[config.mk]
export PLATFORM = sky130hd
export DESIGN_NAME = lbt_top
export DESIGN_NICKNAME = d
export VERILOG_FILES = /design/src/rtl/lbt_pkg.sv /design/src/rtl/lbt_stream_if.sv /design/src/rtl/lbt_fifo.sv /design/src/rtl/lbt_prbs.sv /design/src/rtl/lbt_top.sv
export SDC_FILE = /design/constraint.sdc
export NUM_CORES = 1
export LEC_CHECK = 0
export BUFFER_PORTS_ARGS = -buffer_cell sky130_fd_sc_hd__buf_2
export CORE_MARGIN = 1
export CORE_UTILIZATION = 30
export CTS_BUF_LIST = sky130_fd_sc_hd__clkbuf_4
export DETAILED_ROUTE_END_ITERATION = 10
export GPL_ROUTABILITY_DRIVEN = 0
export PLACE_DENSITY_LB_ADDON = 0.3
export SYNTH_ARGS = -nofsm -noshare
export SYNTH_HDL_FRONTEND = slang
export SYNTH_SLANG_ARGS = --single-unit
[constraint.sdc]
create_clock -name MCLK_I -period 5.47 [get_ports MCLK_I]
set_clock_uncertainty 0.2 [all_clocks]
set_input_delay 0.547 -clock MCLK_I [delete_from_list [all_inputs] [get_ports MCLK_I]]
set_output_delay 0.547 -clock MCLK_I [all_outputs]
set_load 0.03 [all_outputs]
[src/rtl/lbt_pkg.sv]
// constants, types and helpers shared by the loopback and pattern-test block
package lbt_pkg;
   localparam int CLK_HZ = 10_000_000;
   localparam int ERR_FLASH_MS = 500;
   localparam int ERR_WIN_MS = 100;
   localparam int ERR_FLASH_CYC = CLK_HZ / 1000 * ERR_FLASH_MS;
   localparam int ERR_WIN_CYC = CLK_HZ / 1000 * ERR_WIN_MS;
   localparam int ERR_CONT_THRESH = 16;
   localparam int BIT_DIV = 10;
   localparam int FIFO_WIDTH = 1;
   localparam int FIFO_DEPTH = 8;
   localparam int PRBS_LEN = 9;
   localparam int PATTERN_BITS = 511;
   localparam logic [PRBS_LEN-1:0] PRBS_SEED = 9'h1FF;
   localparam logic [3:0] PRBS_SYNC_BITS = 4'h9;
   localparam logic [7:0] REG_CTRL = 8'h00;
   localparam logic [7:0] REG_STATUS = 8'h04;
   localparam logic [7:0] REG_ERRCNT = 8'h08;
   localparam logic [7:0] REG_BITCNT = 8'h0C;
   localparam int CTRL_CARRIER_FORCE = 0;
   localparam int CTRL_LLB_EN = 1;
   localparam int CTRL_RLB_EN = 2;
   localparam logic [2:0] CTRL_RESET = 3'h7;
   localparam logic [1:0] AXI_OKAY = 2'h0;
   localparam logic [1:0] AXI_SLVERR = 2'h2;
   localparam logic [1:0] CMD_NONE = 2'h0;
   localparam logic [1:0] CMD_LOOP_REQ = 2'h1;
   localparam logic [1:0] CMD_LOOPING = 2'h2;
   localparam logic MARK = 1'b1;

   typedef enum logic [1:0] {LBT_ERR_IDLE, LBT_ERR_FLASH, LBT_ERR_RUN} lbt_err_state_e;

   // x^9 + x^5 + 1 feedback
   function automatic logic lbt_prbs_fb(input logic [PRBS_LEN-1:0] s);
      return s[8] ^ s[4];
   endfunction
endpackage

[src/rtl/lbt_stream_if.sv]
// valid/ready bit stream between the block's own modules
`timescale 1ns/1ps
interface lbt_stream_if #(parameter int W = 1);
   logic valid;
   logic ready;
   logic [W-1:0] data;
   modport src(output valid, output data, input ready);
   modport snk(input valid, input data, output ready);
endinterface

[src/rtl/lbt_fifo.sv]
// small synchronous fifo with registered full and empty
`timescale 1ns/1ps
module lbt_fifo #(
   parameter int WIDTH = 1,
   parameter int DEPTH = 8
) (
   input wire logic clk_i,
   input wire logic rst_b_i,
   lbt_stream_if.snk up,
   lbt_stream_if.src down
);
   localparam int AW = $clog2(DEPTH);
   logic [WIDTH-1:0] mem [DEPTH];
   logic [AW-1:0] wp;
   logic [AW-1:0] rp;
   logic [AW:0] cnt;
   logic [AW:0] next_cnt;
   logic room;
   logic empty;
   logic push;
   logic pop;

   // ready comes straight from a flop, so the top's ready pin is registered
   assign push = up.valid & room;
   assign pop = down.ready & ~empty;
   assign up.ready = room;
   assign down.valid = ~empty;
   assign down.data = mem[rp];

   always_comb begin
      next_cnt = cnt;
      if (push && !pop) begin
         next_cnt = cnt + 1'b1;
      end else if (pop && !push) begin
         next_cnt = cnt - 1'b1;
      end
   end

   always_ff @(posedge clk_i) begin
      if (push) begin
         mem[wp] <= up.data;
      end
   end

   always_ff @(posedge clk_i or negedge rst_b_i) begin
      if (!rst_b_i) begin
         wp <= '0;
         rp <= '0;
         cnt <= '0;
         room <= 1'b1;
         empty <= 1'b1;
      end else begin
         if (push) begin
            wp <= (wp == AW'(DEPTH - 1)) ? '0 : wp + 1'b1;
         end
         if (pop) begin
            rp <= (rp == AW'(DEPTH - 1)) ? '0 : rp + 1'b1;
         end
         cnt <= next_cnt;
         room <= (next_cnt != (AW + 1)'(DEPTH));
         empty <= (next_cnt == '0);
      end
   end
endmodule

[src/rtl/lbt_prbs.sv]
// 511-bit pattern generator and self-synchronising checker
`timescale 1ns/1ps
module lbt_prbs
   import lbt_pkg::*;
(
   input wire logic clk_i,
   input wire logic rst_b_i,
   input wire logic enable_i,
   input wire logic tx_adv_i,
   input wire logic rx_stb_i,
   input wire logic rx_bit_i,
   output logic tx_bit_o,
   output logic bit_stb_o,
   output logic err_stb_o
);
   logic [PRBS_LEN-1:0] gen;
   logic [PRBS_LEN-1:0] chk;
   logic [3:0] fill;

   assign tx_bit_o = lbt_prbs_fb(gen);

   always_ff @(posedge clk_i or negedge rst_b_i) begin
      if (!rst_b_i) begin
         gen <= PRBS_SEED;
      end else if (!enable_i) begin
         gen <= PRBS_SEED;
      end else if (tx_adv_i) begin
         gen <= {gen[PRBS_LEN-2:0], lbt_prbs_fb(gen)};
      end
   end

   // checker loads from the line itself, so it locks after nine bits
   always_ff @(posedge clk_i or negedge rst_b_i) begin
      if (!rst_b_i) begin
         chk <= '0;
         fill <= '0;
         bit_stb_o <= 1'b0;
         err_stb_o <= 1'b0;
      end else begin
         bit_stb_o <= 1'b0;
         err_stb_o <= 1'b0;
         if (!enable_i) begin
            fill <= '0;
         end else if (rx_stb_i) begin
            chk <= {chk[PRBS_LEN-2:0], rx_bit_i};
            if (fill != PRBS_SYNC_BITS) begin
               fill <= fill + 1'b1;
            end else begin
               bit_stb_o <= 1'b1;
               err_stb_o <= rx_bit_i != lbt_prbs_fb(chk);
            end
         end
      end
   end
endmodule

[src/rtl/lbt_top.sv]
// loopback selection, pattern tester and indicators of the fiber line driver
//
// Behaviour
// - pattern tester runs only with carrier forced on or RTS/I high.
// - terminal-side data is disconnected while the pattern test runs.
// - analog loop starts from its button or, on V.35, the LLB line.
// - analog loop feeds own transmit to own receiver and lights TEST.
// - analog loop sends steady mark to the emitter, nothing external.
// - with no carrier from the peer: DCD off, receive data mark.
// - remote loop from button or V.35 RLB line; peer is told to loop.
// - on peer request, loop received data to transmitter; TEST lit.
// - digital loop button: tell peer, loop locally, TEST on both.
// - error LED flashes at test start, steady or blinking on errors.
// - analog loop asserts DCD unless carrier not forced and RTS/I low.
// - in self-test TEST and DCD stay lit and RD lights.
// - tester sends and checks the 511-bit V.52 pattern.
// - receive data and clear-to-send held low during pattern test.
// - data set ready low while this unit loops data back.
//
// Implementation choices: the placing of the registers and register access over AXI4-Lite.
`timescale 1ns/1ps
module lbt_top
   import lbt_pkg::*;
#(
   parameter bit IS_V35 = 1'b1,
   parameter int FLASH_CYC = ERR_FLASH_CYC,
   parameter int WIN_CYC = ERR_WIN_CYC,
   parameter int DIV = BIT_DIV
) (
   input wire logic MCLK_I,
   input wire logic RST_B_I,
   input wire logic [7:0] S_AXI_AWADDR_I,
   input wire logic S_AXI_AWVALID_I,
   output logic S_AXI_AWREADY_O,
   input wire logic [31:0] S_AXI_WDATA_I,
   input wire logic [3:0] S_AXI_WSTRB_I,
   input wire logic S_AXI_WVALID_I,
   output logic S_AXI_WREADY_O,
   output logic [1:0] S_AXI_BRESP_O,
   output logic S_AXI_BVALID_O,
   input wire logic S_AXI_BREADY_I,
   input wire logic [7:0] S_AXI_ARADDR_I,
   input wire logic S_AXI_ARVALID_I,
   output logic S_AXI_ARREADY_O,
   output logic [31:0] S_AXI_RDATA_O,
   output logic [1:0] S_AXI_RRESP_O,
   output logic S_AXI_RVALID_O,
   input wire logic S_AXI_RREADY_I,
   input wire logic LOCAL_ANALOG_LOOP_BUTTON_I,
   input wire logic REMOTE_DIGITAL_LOOP_BUTTON_I,
   input wire logic LOCAL_DIGITAL_LOOP_BUTTON_I,
   input wire logic PATTERN_TEST_BUTTON_I,
   input wire logic DTE_RTS_I,
   input wire logic DTE_LLB_I,
   input wire logic DTE_RLB_I,
   input wire logic DTE_TXD_I,
   input wire logic DTE_TX_VALID_I,
   output logic DTE_TX_READY_O,
   output logic DTE_RXD_O,
   output logic DTE_RX_STB_O,
   output logic DTE_CTS_O,
   output logic DTE_DSR_O,
   output logic DTE_DCD_O,
   output logic LINK_TXD_O,
   output logic LINK_TX_STB_O,
   output logic [1:0] LINK_CMD_O,
   input wire logic LINK_RXD_I,
   input wire logic LINK_RX_STB_I,
   input wire logic LINK_CARRIER_I,
   input wire logic [1:0] LINK_CMD_I,
   output logic LED_TEST_O,
   output logic LED_DCD_O,
   output logic LED_RD_O,
   output logic LED_ERR_O
);
   import lbt_pkg::*;

   lbt_stream_if #(.W(FIFO_WIDTH)) tx_up ();
   lbt_stream_if #(.W(FIFO_WIDTH)) tx_down ();

   logic [2:0] ctrl;
   logic [31:0] err_total;
   logic [31:0] bit_total;
   logic have_aw;
   logic have_w;
   logic [7:0] aw_addr;
   logic [31:0] w_data;
   logic [3:0] w_strb;
   logic wr_fire;
   logic clr_err;
   logic clr_bit;
   logic [31:0] status;

   logic carrier_ok;
   logic ana_loop;
   logic rem_req;
   logic dig_loop;
   logic self_loop;
   logic pattern_test_button;
   logic pattern_test_button_d;
   logic tick;
   logic [31:0] div_cnt;
   logic last_rx;
   logic src_bit;
   logic rx_stb;
   logic rx_bit;
   logic rx_carrier;
   logic prbs_tx;
   logic prbs_bit_stb;
   logic prbs_err_stb;

   lbt_err_state_e err_state;
   logic [31:0] err_timer;
   logic [31:0] win_errs;

   // ---------------- mode selection ----------------
   assign carrier_ok = ctrl[CTRL_CARRIER_FORCE] | DTE_RTS_I;
   assign ana_loop = LOCAL_ANALOG_LOOP_BUTTON_I | (IS_V35 & ctrl[CTRL_LLB_EN] & DTE_LLB_I);
   assign rem_req = REMOTE_DIGITAL_LOOP_BUTTON_I | (IS_V35 & ctrl[CTRL_RLB_EN] & DTE_RLB_I);
   assign dig_loop = LOCAL_DIGITAL_LOOP_BUTTON_I;
   // analog loop cuts the line, so a digital loop under it would loop nothing
   assign self_loop = ~ana_loop & (dig_loop | (LINK_CMD_I == CMD_LOOP_REQ));
   assign pattern_test_button = PATTERN_TEST_BUTTON_I & carrier_ok;

   // transmit source: loop-back, pattern, else terminal data or idle mark
   always_comb begin
      if (self_loop) begin
         src_bit = last_rx;
      end else if (pattern_test_button) begin
         src_bit = prbs_tx;
      end else if (tx_down.valid) begin
         src_bit = tx_down.data[0];
      end else begin
         src_bit = MARK;
      end
   end

   assign tx_down.ready = tick & ~self_loop & ~pattern_test_button;
   assign tx_up.valid = DTE_TX_VALID_I & ~pattern_test_button;
   assign tx_up.data = DTE_TXD_I;
   assign DTE_TX_READY_O = tx_up.ready;

   assign rx_stb = ana_loop ? tick : LINK_RX_STB_I;
   assign rx_bit = ana_loop ? src_bit : LINK_RXD_I;
   assign rx_carrier = ana_loop ? carrier_ok : LINK_CARRIER_I;

   lbt_fifo #(.WIDTH(FIFO_WIDTH), .DEPTH(FIFO_DEPTH)) u_fifo (
      .clk_i(MCLK_I),
      .rst_b_i(RST_B_I),
      .up(tx_up),
      .down(tx_down)
   );

   lbt_prbs u_prbs (
      .clk_i(MCLK_I),
      .rst_b_i(RST_B_I),
      .enable_i(pattern_test_button),
      .tx_adv_i(tick & ~self_loop),
      .rx_stb_i(rx_stb),
      .rx_bit_i(rx_bit),
      .tx_bit_o(prbs_tx),
      .bit_stb_o(prbs_bit_stb),
      .err_stb_o(prbs_err_stb)
   );

   // ---------------- bit timing ----------------
   always_ff @(posedge MCLK_I or negedge RST_B_I) begin
      if (!RST_B_I) begin
         div_cnt <= '0;
         tick <= 1'b0;
      end else begin
         tick <= (div_cnt == 32'(DIV - 1));
         div_cnt <= (div_cnt == 32'(DIV - 1)) ? '0 : div_cnt + 32'h1;
      end
   end

   always_ff @(posedge MCLK_I or negedge RST_B_I) begin
      if (!RST_B_I) begin
         last_rx <= MARK;
      end else if (LINK_RX_STB_I) begin
         last_rx <= LINK_RXD_I;
      end
   end

   // ---------------- line side ----------------
   always_ff @(posedge MCLK_I or negedge RST_B_I) begin
      if (!RST_B_I) begin
         LINK_TXD_O <= MARK;
         LINK_TX_STB_O <= 1'b0;
         LINK_CMD_O <= CMD_NONE;
      end else begin
         LINK_TX_STB_O <= tick;
         if (tick) begin
            LINK_TXD_O <= ana_loop ? MARK : src_bit;
         end
         if (dig_loop) begin
            LINK_CMD_O <= CMD_LOOPING;
         end else if (rem_req) begin
            LINK_CMD_O <= CMD_LOOP_REQ;
         end else begin
            LINK_CMD_O <= CMD_NONE;
         end
      end
   end

   // ---------------- terminal side and indicators ----------------
   always_ff @(posedge MCLK_I or negedge RST_B_I) begin
      if (!RST_B_I) begin
         DTE_RXD_O <= MARK;
         DTE_RX_STB_O <= 1'b0;
         DTE_CTS_O <= 1'b0;
         DTE_DSR_O <= 1'b0;
         DTE_DCD_O <= 1'b0;
         LED_TEST_O <= 1'b0;
         LED_DCD_O <= 1'b0;
         LED_RD_O <= 1'b0;
      end else begin
         if (pattern_test_button) begin
            DTE_RXD_O <= 1'b0;
         end else if (!rx_carrier) begin
            DTE_RXD_O <= MARK;
         end else if (rx_stb) begin
            DTE_RXD_O <= rx_bit;
         end
         DTE_RX_STB_O <= rx_stb & rx_carrier & ~pattern_test_button;
         DTE_CTS_O <= ~pattern_test_button;
         DTE_DSR_O <= ~self_loop;
         DTE_DCD_O <= rx_carrier;
         LED_DCD_O <= rx_carrier;
         LED_TEST_O <= ana_loop | self_loop | rem_req | (LINK_CMD_I == CMD_LOOPING);
         LED_RD_O <= pattern_test_button | (rx_stb & ~rx_bit);
      end
   end

   // ---------------- error indicator ----------------
   always_ff @(posedge MCLK_I or negedge RST_B_I) begin
      if (!RST_B_I) begin
         pattern_test_button_d <= 1'b0;
         err_state <= LBT_ERR_IDLE;
         err_timer <= '0;
         win_errs <= '0;
         LED_ERR_O <= 1'b0;
      end else begin
         pattern_test_button_d <= pattern_test_button;
         unique case (err_state)
            LBT_ERR_IDLE: begin
               LED_ERR_O <= 1'b0;
               if (pattern_test_button && !pattern_test_button_d) begin
                  err_state <= LBT_ERR_FLASH;
                  err_timer <= '0;
                  LED_ERR_O <= 1'b1;
               end
            end
            LBT_ERR_FLASH: begin
               err_timer <= err_timer + 32'h1;
               if (!pattern_test_button) begin
                  err_state <= LBT_ERR_IDLE;
               end else if (err_timer == 32'(FLASH_CYC - 1)) begin
                  err_state <= LBT_ERR_RUN;
                  err_timer <= '0;
                  win_errs <= '0;
                  LED_ERR_O <= 1'b0;
               end
            end
            LBT_ERR_RUN: begin
               err_timer <= err_timer + 32'h1;
               win_errs <= win_errs + {31'h0, prbs_err_stb};
               if (!pattern_test_button) begin
                  err_state <= LBT_ERR_IDLE;
               end else if (err_timer == 32'(WIN_CYC - 1)) begin
                  err_timer <= '0;
                  win_errs <= '0;
                  // many errors per window reads as steady, a few as blinking
                  if (win_errs >= 32'(ERR_CONT_THRESH)) begin
                     LED_ERR_O <= 1'b1;
                  end else if (win_errs != '0) begin
                     LED_ERR_O <= ~LED_ERR_O;
                  end else begin
                     LED_ERR_O <= 1'b0;
                  end
               end
            end
         endcase
      end
   end

   // ---------------- register bus ----------------
   assign wr_fire = have_aw & have_w & ~S_AXI_BVALID_O;
   assign clr_err = wr_fire & (aw_addr == REG_ERRCNT) & w_strb[0];
   assign clr_bit = wr_fire & (aw_addr == REG_BITCNT) & w_strb[0];
   assign status = {24'h0, LED_ERR_O, pattern_test_button, self_loop, dig_loop, rem_req, ana_loop, rx_carrier, carrier_ok};

   always_ff @(posedge MCLK_I or negedge RST_B_I) begin
      if (!RST_B_I) begin
         have_aw <= 1'b0;
         have_w <= 1'b0;
         aw_addr <= '0;
         w_data <= '0;
         w_strb <= '0;
         S_AXI_AWREADY_O <= 1'b1;
         S_AXI_WREADY_O <= 1'b1;
         S_AXI_BVALID_O <= 1'b0;
         S_AXI_BRESP_O <= AXI_OKAY;
         ctrl <= CTRL_RESET;
      end else begin
         if (S_AXI_AWVALID_I && S_AXI_AWREADY_O) begin
            have_aw <= 1'b1;
            aw_addr <= S_AXI_AWADDR_I;
            S_AXI_AWREADY_O <= 1'b0;
         end
         if (S_AXI_WVALID_I && S_AXI_WREADY_O) begin
            have_w <= 1'b1;
            w_data <= S_AXI_WDATA_I;
            w_strb <= S_AXI_WSTRB_I;
            S_AXI_WREADY_O <= 1'b0;
         end
         if (wr_fire) begin
            S_AXI_BVALID_O <= 1'b1;
            S_AXI_BRESP_O <= AXI_OKAY;
            unique case (aw_addr)
               REG_CTRL: begin
                  if (w_strb[0]) begin
                     ctrl <= w_data[2:0];
                  end
               end
               REG_STATUS, REG_ERRCNT, REG_BITCNT: begin
               end
               default: S_AXI_BRESP_O <= AXI_SLVERR;
            endcase
         end
         if (S_AXI_BVALID_O && S_AXI_BREADY_I) begin
            S_AXI_BVALID_O <= 1'b0;
            have_aw <= 1'b0;
            have_w <= 1'b0;
            S_AXI_AWREADY_O <= 1'b1;
            S_AXI_WREADY_O <= 1'b1;
         end
      end
   end

   // counting beats the write that clears, so no event is lost
   always_ff @(posedge MCLK_I or negedge RST_B_I) begin
      if (!RST_B_I) begin
         err_total <= '0;
         bit_total <= '0;
      end else begin
         err_total <= (clr_err ? 32'h0 : err_total) + {31'h0, prbs_err_stb};
         bit_total <= (clr_bit ? 32'h0 : bit_total) + {31'h0, prbs_bit_stb};
      end
   end

   always_ff @(posedge MCLK_I or negedge RST_B_I) begin
      if (!RST_B_I) begin
         S_AXI_ARREADY_O <= 1'b1;
         S_AXI_RVALID_O <= 1'b0;
         S_AXI_RDATA_O <= '0;
         S_AXI_RRESP_O <= AXI_OKAY;
      end else begin
         if (S_AXI_ARVALID_I && S_AXI_ARREADY_O) begin
            S_AXI_ARREADY_O <= 1'b0;
            S_AXI_RVALID_O <= 1'b1;
            S_AXI_RRESP_O <= AXI_OKAY;
            unique case (S_AXI_ARADDR_I)
               REG_CTRL: S_AXI_RDATA_O <= {29'h0, ctrl};
               REG_STATUS: S_AXI_RDATA_O <= status;
               REG_ERRCNT: S_AXI_RDATA_O <= err_total;
               REG_BITCNT: S_AXI_RDATA_O <= bit_total;
               default: begin
                  S_AXI_RDATA_O <= '0;
                  S_AXI_RRESP_O <= AXI_SLVERR;
               end
            endcase
         end else if (S_AXI_RVALID_O && S_AXI_RREADY_I) begin
            S_AXI_RVALID_O <= 1'b0;
            S_AXI_ARREADY_O <= 1'b1;
         end
      end
   end
endmodule

==> key figures <==
Power
  • Internal: 3.59 mW
  • Switching power total: 1.55 mW
  • Power per cell area: 328 mW/mm²
  • Comb pwr share: 16.8%
  • Pleak: 7.30 nW
  • Peak supply drop: 0.231 mV
  • Sw Ratio: 30.2%
  • Sequential share of power: 46.4%
  • Clk pwr share: 36.8%

Synth
  • Area share of fa/ha/maj cells after synthesis: 1.89%
  • Main combinational cell family by area after synthesis: simple AND/OR/NAND/NOR gates
  • Yosys warns: 0
  • Post-synth ARST share: 97.1%
  • Dominant cell type by area after synthesis: dfrtp_1
  • Multiplexer share of the synthesized area: 5.23%
  • Top FF cell, synth: dfrtp_1
  • Area contributors post-synth: dfrtp_1 (47%), xor2_1 (6.0%), nor2_1 (4.8%), nand2_1 (4.4%), dfstp_2 (4.0%)
  • Post-synthesis sequential area ratio: 52.8%
  • Syn Area/Cell: 10.2 µm²
  • Cells after Synth: 1298
  • Most frequent cells after synthesis: dfrtp_1 (249), nor2_1 (171), nand2_1 (155), xor2_1 (91), o21ai_0 (66)
  • Simple-gate portion of the synthesized area: 21.2%
  • XOR/XNOR Fraction of Synth Area: 9.59%
  • Count leader, synth: dfrtp_1
  • Post-synthesis cell type count: 62
  • Top cell type's share of synthesized area: 47.0%
  • Area of the mapped netlist: 0.0132 mm²
  • Seq cells post-synth: 277
  • Synth Area in Compound Gates: 6.98%
  • Post-synth EDFFs: 8

GRT
  • GRT Residual Overflow: 0
  • Met3 GRT Util: 3.65%
  • Antenna violations before repair: 2
  • Met1 GRT Util: 19.3%
  • First-pass GRT wire length: 52.6 mm
  • Tot GR Track Use: 14.7%
  • GR Util met2: 22.8%
  • GRT Max-Usage Layer: met2
  • Vias in the first global route: 10400
  • Largest net degree at the start of global routing: 92

Floorplan
  • Io pins: 128
  • Starting Density: 30.6%
  • Die width: 212 µm
  • Site Rows: 76
  • Die Area: 0.0450 mm²
  • Core ar.: 0.0434 mm²
  • Die Height: 212 µm

STA
  • Final period util: 68.2%
  • Count of pins over their slew limit: 0
  • Final setup fails: 0
  • Fin crit period: 3.73 ns
  • RSZ-0062 raised after global routing: no
  • Max Clk Rate: 268 MHz
  • Final hold vios: 0
  • Post-route setup TNS: 0 ns
  • Headroom to the max-slew limit: 31.2%
  • Hold_ws: 0.0719 ns
  • Worst-margin pin slew: 1.02 ns

Setup path
  • Worst Setup SP: S_AXI_BVALID_O
  • CP Data Required Time: 5.95 ns
  • Critical path peak fanout: 8
  • Reg2reg end: err_total[16]
  • Setup CP Type: reg -> reg
  • Startpoint Class: register
  • Crit path max-delay cell type: nor4_1
  • Crit path cell chain: and3b_1, nand4_1, and2_1, ha_1, ha_1, nand3_1, nor4_1, nand3_1, or3_1, a21oi_1
  • R2R Setup Slk: 1.74 ns
  • CP Capture Type: register
  • CP max stage delay: 0.80 ns
  • Critical Path AT: 4.21 ns
  • R2r startpoint: S_AXI_BVALID_O
  • Crit-path leading delay family: simple AND/OR/NAND/NOR gates
  • Worst reg2reg path depth: 10
  • Worst Path Buf+Inv: 0

Clock tree
  • Clk pin slew, worst setup/hold paths: 0.06 ns
  • Hold buffer count at cts: 34
  • H-tree levels: 3
  • Post-CTS Resized: 0
  • Postcts setup bufs: 0
  • Clk_lat worst skew: 0.76 ns
  • CTS Buf Count: 79
  • Clock sink count: 277
  • Bufs on Longest Clock Path: 3
  • Root Buffer: clkbuf_4
  • CTS tree: yes

Min path
  • Worst hold path class: in -> reg
  • Min-delay src: S_AXI_ARADDR_I[3]
  • WHS Endpoint: S_AXI_RDATA_O[5]
  • Hold depth: 3

Final layout
  • Fillers: 4434
  • Filler-free cell count of the finished design: 2118
  • Core Util, Final: 36.2%
  • Fin nets: 1569
  • Multi-input logic area: 0.00596 mm²
  • Share of cells above drive strength 1: 19.0%
  • Area delta synth->final: 18.4%
  • FF+latch area: 0.00700 mm²

Routing
  • Initial DRC Count: 529
  • DR vias: 10200
  • Remaining DRCs: 0
  • Initial DRT Pass Iterations: 4
  • Post-Route WL: 31.8 mm
  • Vias per std cell: 4.80
  • Detail Route Antenna Nets: 0
  • Routed wire per std cell: 15.0 µm

Placed design
  • Final HPWL DP: 21.7 mm
  • Port-buffer cells: 93
  • DP Cell Count: 1946

Run
  • Max-Cap Viols: 0

Outcome
  • Status: finished, final reports clean
## cell usage in the layout, fill, tap and decap left out, types with 4 or more instances in the layout
| master | n |
|---|---|
| dfrtp_1 | 249 |
| nor2_1 | 169 |
| nand2_1 | 155 |
| clkbuf_4 | 117 |
| buf_2 | 92 |
| xor2_1 | 91 |
| o21ai_0 | 66 |
| nand3_1 | 57 |
| xnor2_1 | 54 |
| nand4_1 | 40 |
| dlygate4sd3_1 | 34 |
| mux2i_1 | 31 |
| nor4_1 | 27 |
| inv_1 | 27 |
| and3_1 | 27 |
| mux2_2 | 26 |
| a21oi_1 | 22 |
| and4_1 | 21 |
| dfstp_2 | 20 |
| ha_1 | 20 |
| nor3_1 | 19 |
| clkinv_1 | 14 |
| buf_4 | 13 |
| and2_1 | 12 |
| o211ai_1 | 12 |
| nor2b_1 | 10 |
| or3_1 | 9 |
| a22o_1 | 9 |
| edfxtp_1 | 8 |
| a21o_1 | 7 |
| o2111ai_1 | 7 |
| a22oi_1 | 6 |
| mux4_2 | 4 |
## cells by family (layout without fill, tap and decap cells)
kind of cell             count (synthesis)  count (layout)
AND/OR/NAND/NOR                        574             574
flip-flops                             277             277
AO/OA/AOI/OAI                          149             149
XOR/XNOR                               145             145
buffers and inverters                   71             302
multiplexers                            61              61
adder cells (fa/ha/maj)                 20              20
other                                    1               5
## registers in the layout, indices dropped and copies added, names as in the netlist, 2 cells and up
name           count
bit_total         32
LINK_CMD_O         2
err_timer         32
u_fifo.cnt         4
S_AXI_RDATA_O     32
u_fifo.rp          3
u_fifo.mem         8
u_prbs.fill        4
aw_addr            8
u_prbs.chk         9
err_total         32
err_state          2
w_data             3
win_errs          32
u_prbs.gen         9
u_fifo.wp          3
ctrl               3
div_cnt           32
## power by group through the flow
stage	Clock (mW)	Sequential, mW	Combinational, mW
after global routing	2.10	2.41	0.964
after global placement	0	2.42	0.826
after detailed placement	0	2.42	0.839
after floorplan	0	2.44	0.549
final	1.89	2.39	0.862
after CTS	1.98	2.39	0.872
## worst max path at each step
stage                    endpoint  slack, ns  cells after the start
CTS                 err_total[16]       1.82                     10
global route        err_total[16]       1.50                     10
detailed placement  err_total[16]       1.83                     10
global placement    bit_total[28]       1.90                     12
floorplan           bit_total[26]       2.30                     12
finish              err_total[16]       1.74                     10
## metal layers
layer | vias to the layer above | wire, µm
met5 | - | 0
met4 | 0 | 754
met3 | 61 | 1630
met2 | 228 | 14500
met1 | 4956 | 14900
li1 | 4927 | -
## metrics by stage
| step | instance area, µm² | total power [mW] | setup slack [ns] |
|---|---|---|---|
| after detailed placement | 14400 | 3.26 | 1.83 |
| after CTS | 15700 | 5.24 | 1.82 |
| after global routing | 15700 | 5.48 | 1.50 |
| after global placement | 14400 | 3.24 | 1.90 |
| after floorplan | 13300 | 2.99 | 2.30 |
| final | 15700 | 5.14 | 1.74 |
## cell type report
cell class	count	share of cell area [%]
clock buffers	117	5.60
diodes	3	0.0478
well taps	585	4.66
inverters	27	0.646
repair buffers	140	5.82
multi-input cells	951	38.0
flip-flops and latches	277	44.6
clock inverters	18	0.638
## worst reg2reg max path, stage by stage, from the launching register on
cell and delay [ns]:
dfrtp_1 0.43, and3b_1 0.24, nand4_1 0.39, and2_1 0.21, ha_1 0.18, ha_1 0.19, nand3_1 0.14, nor4_1 0.80
nand3_1 0.36, or3_1 0.39, a21oi_1 0.15
Power figures use the tool's default switching activity.
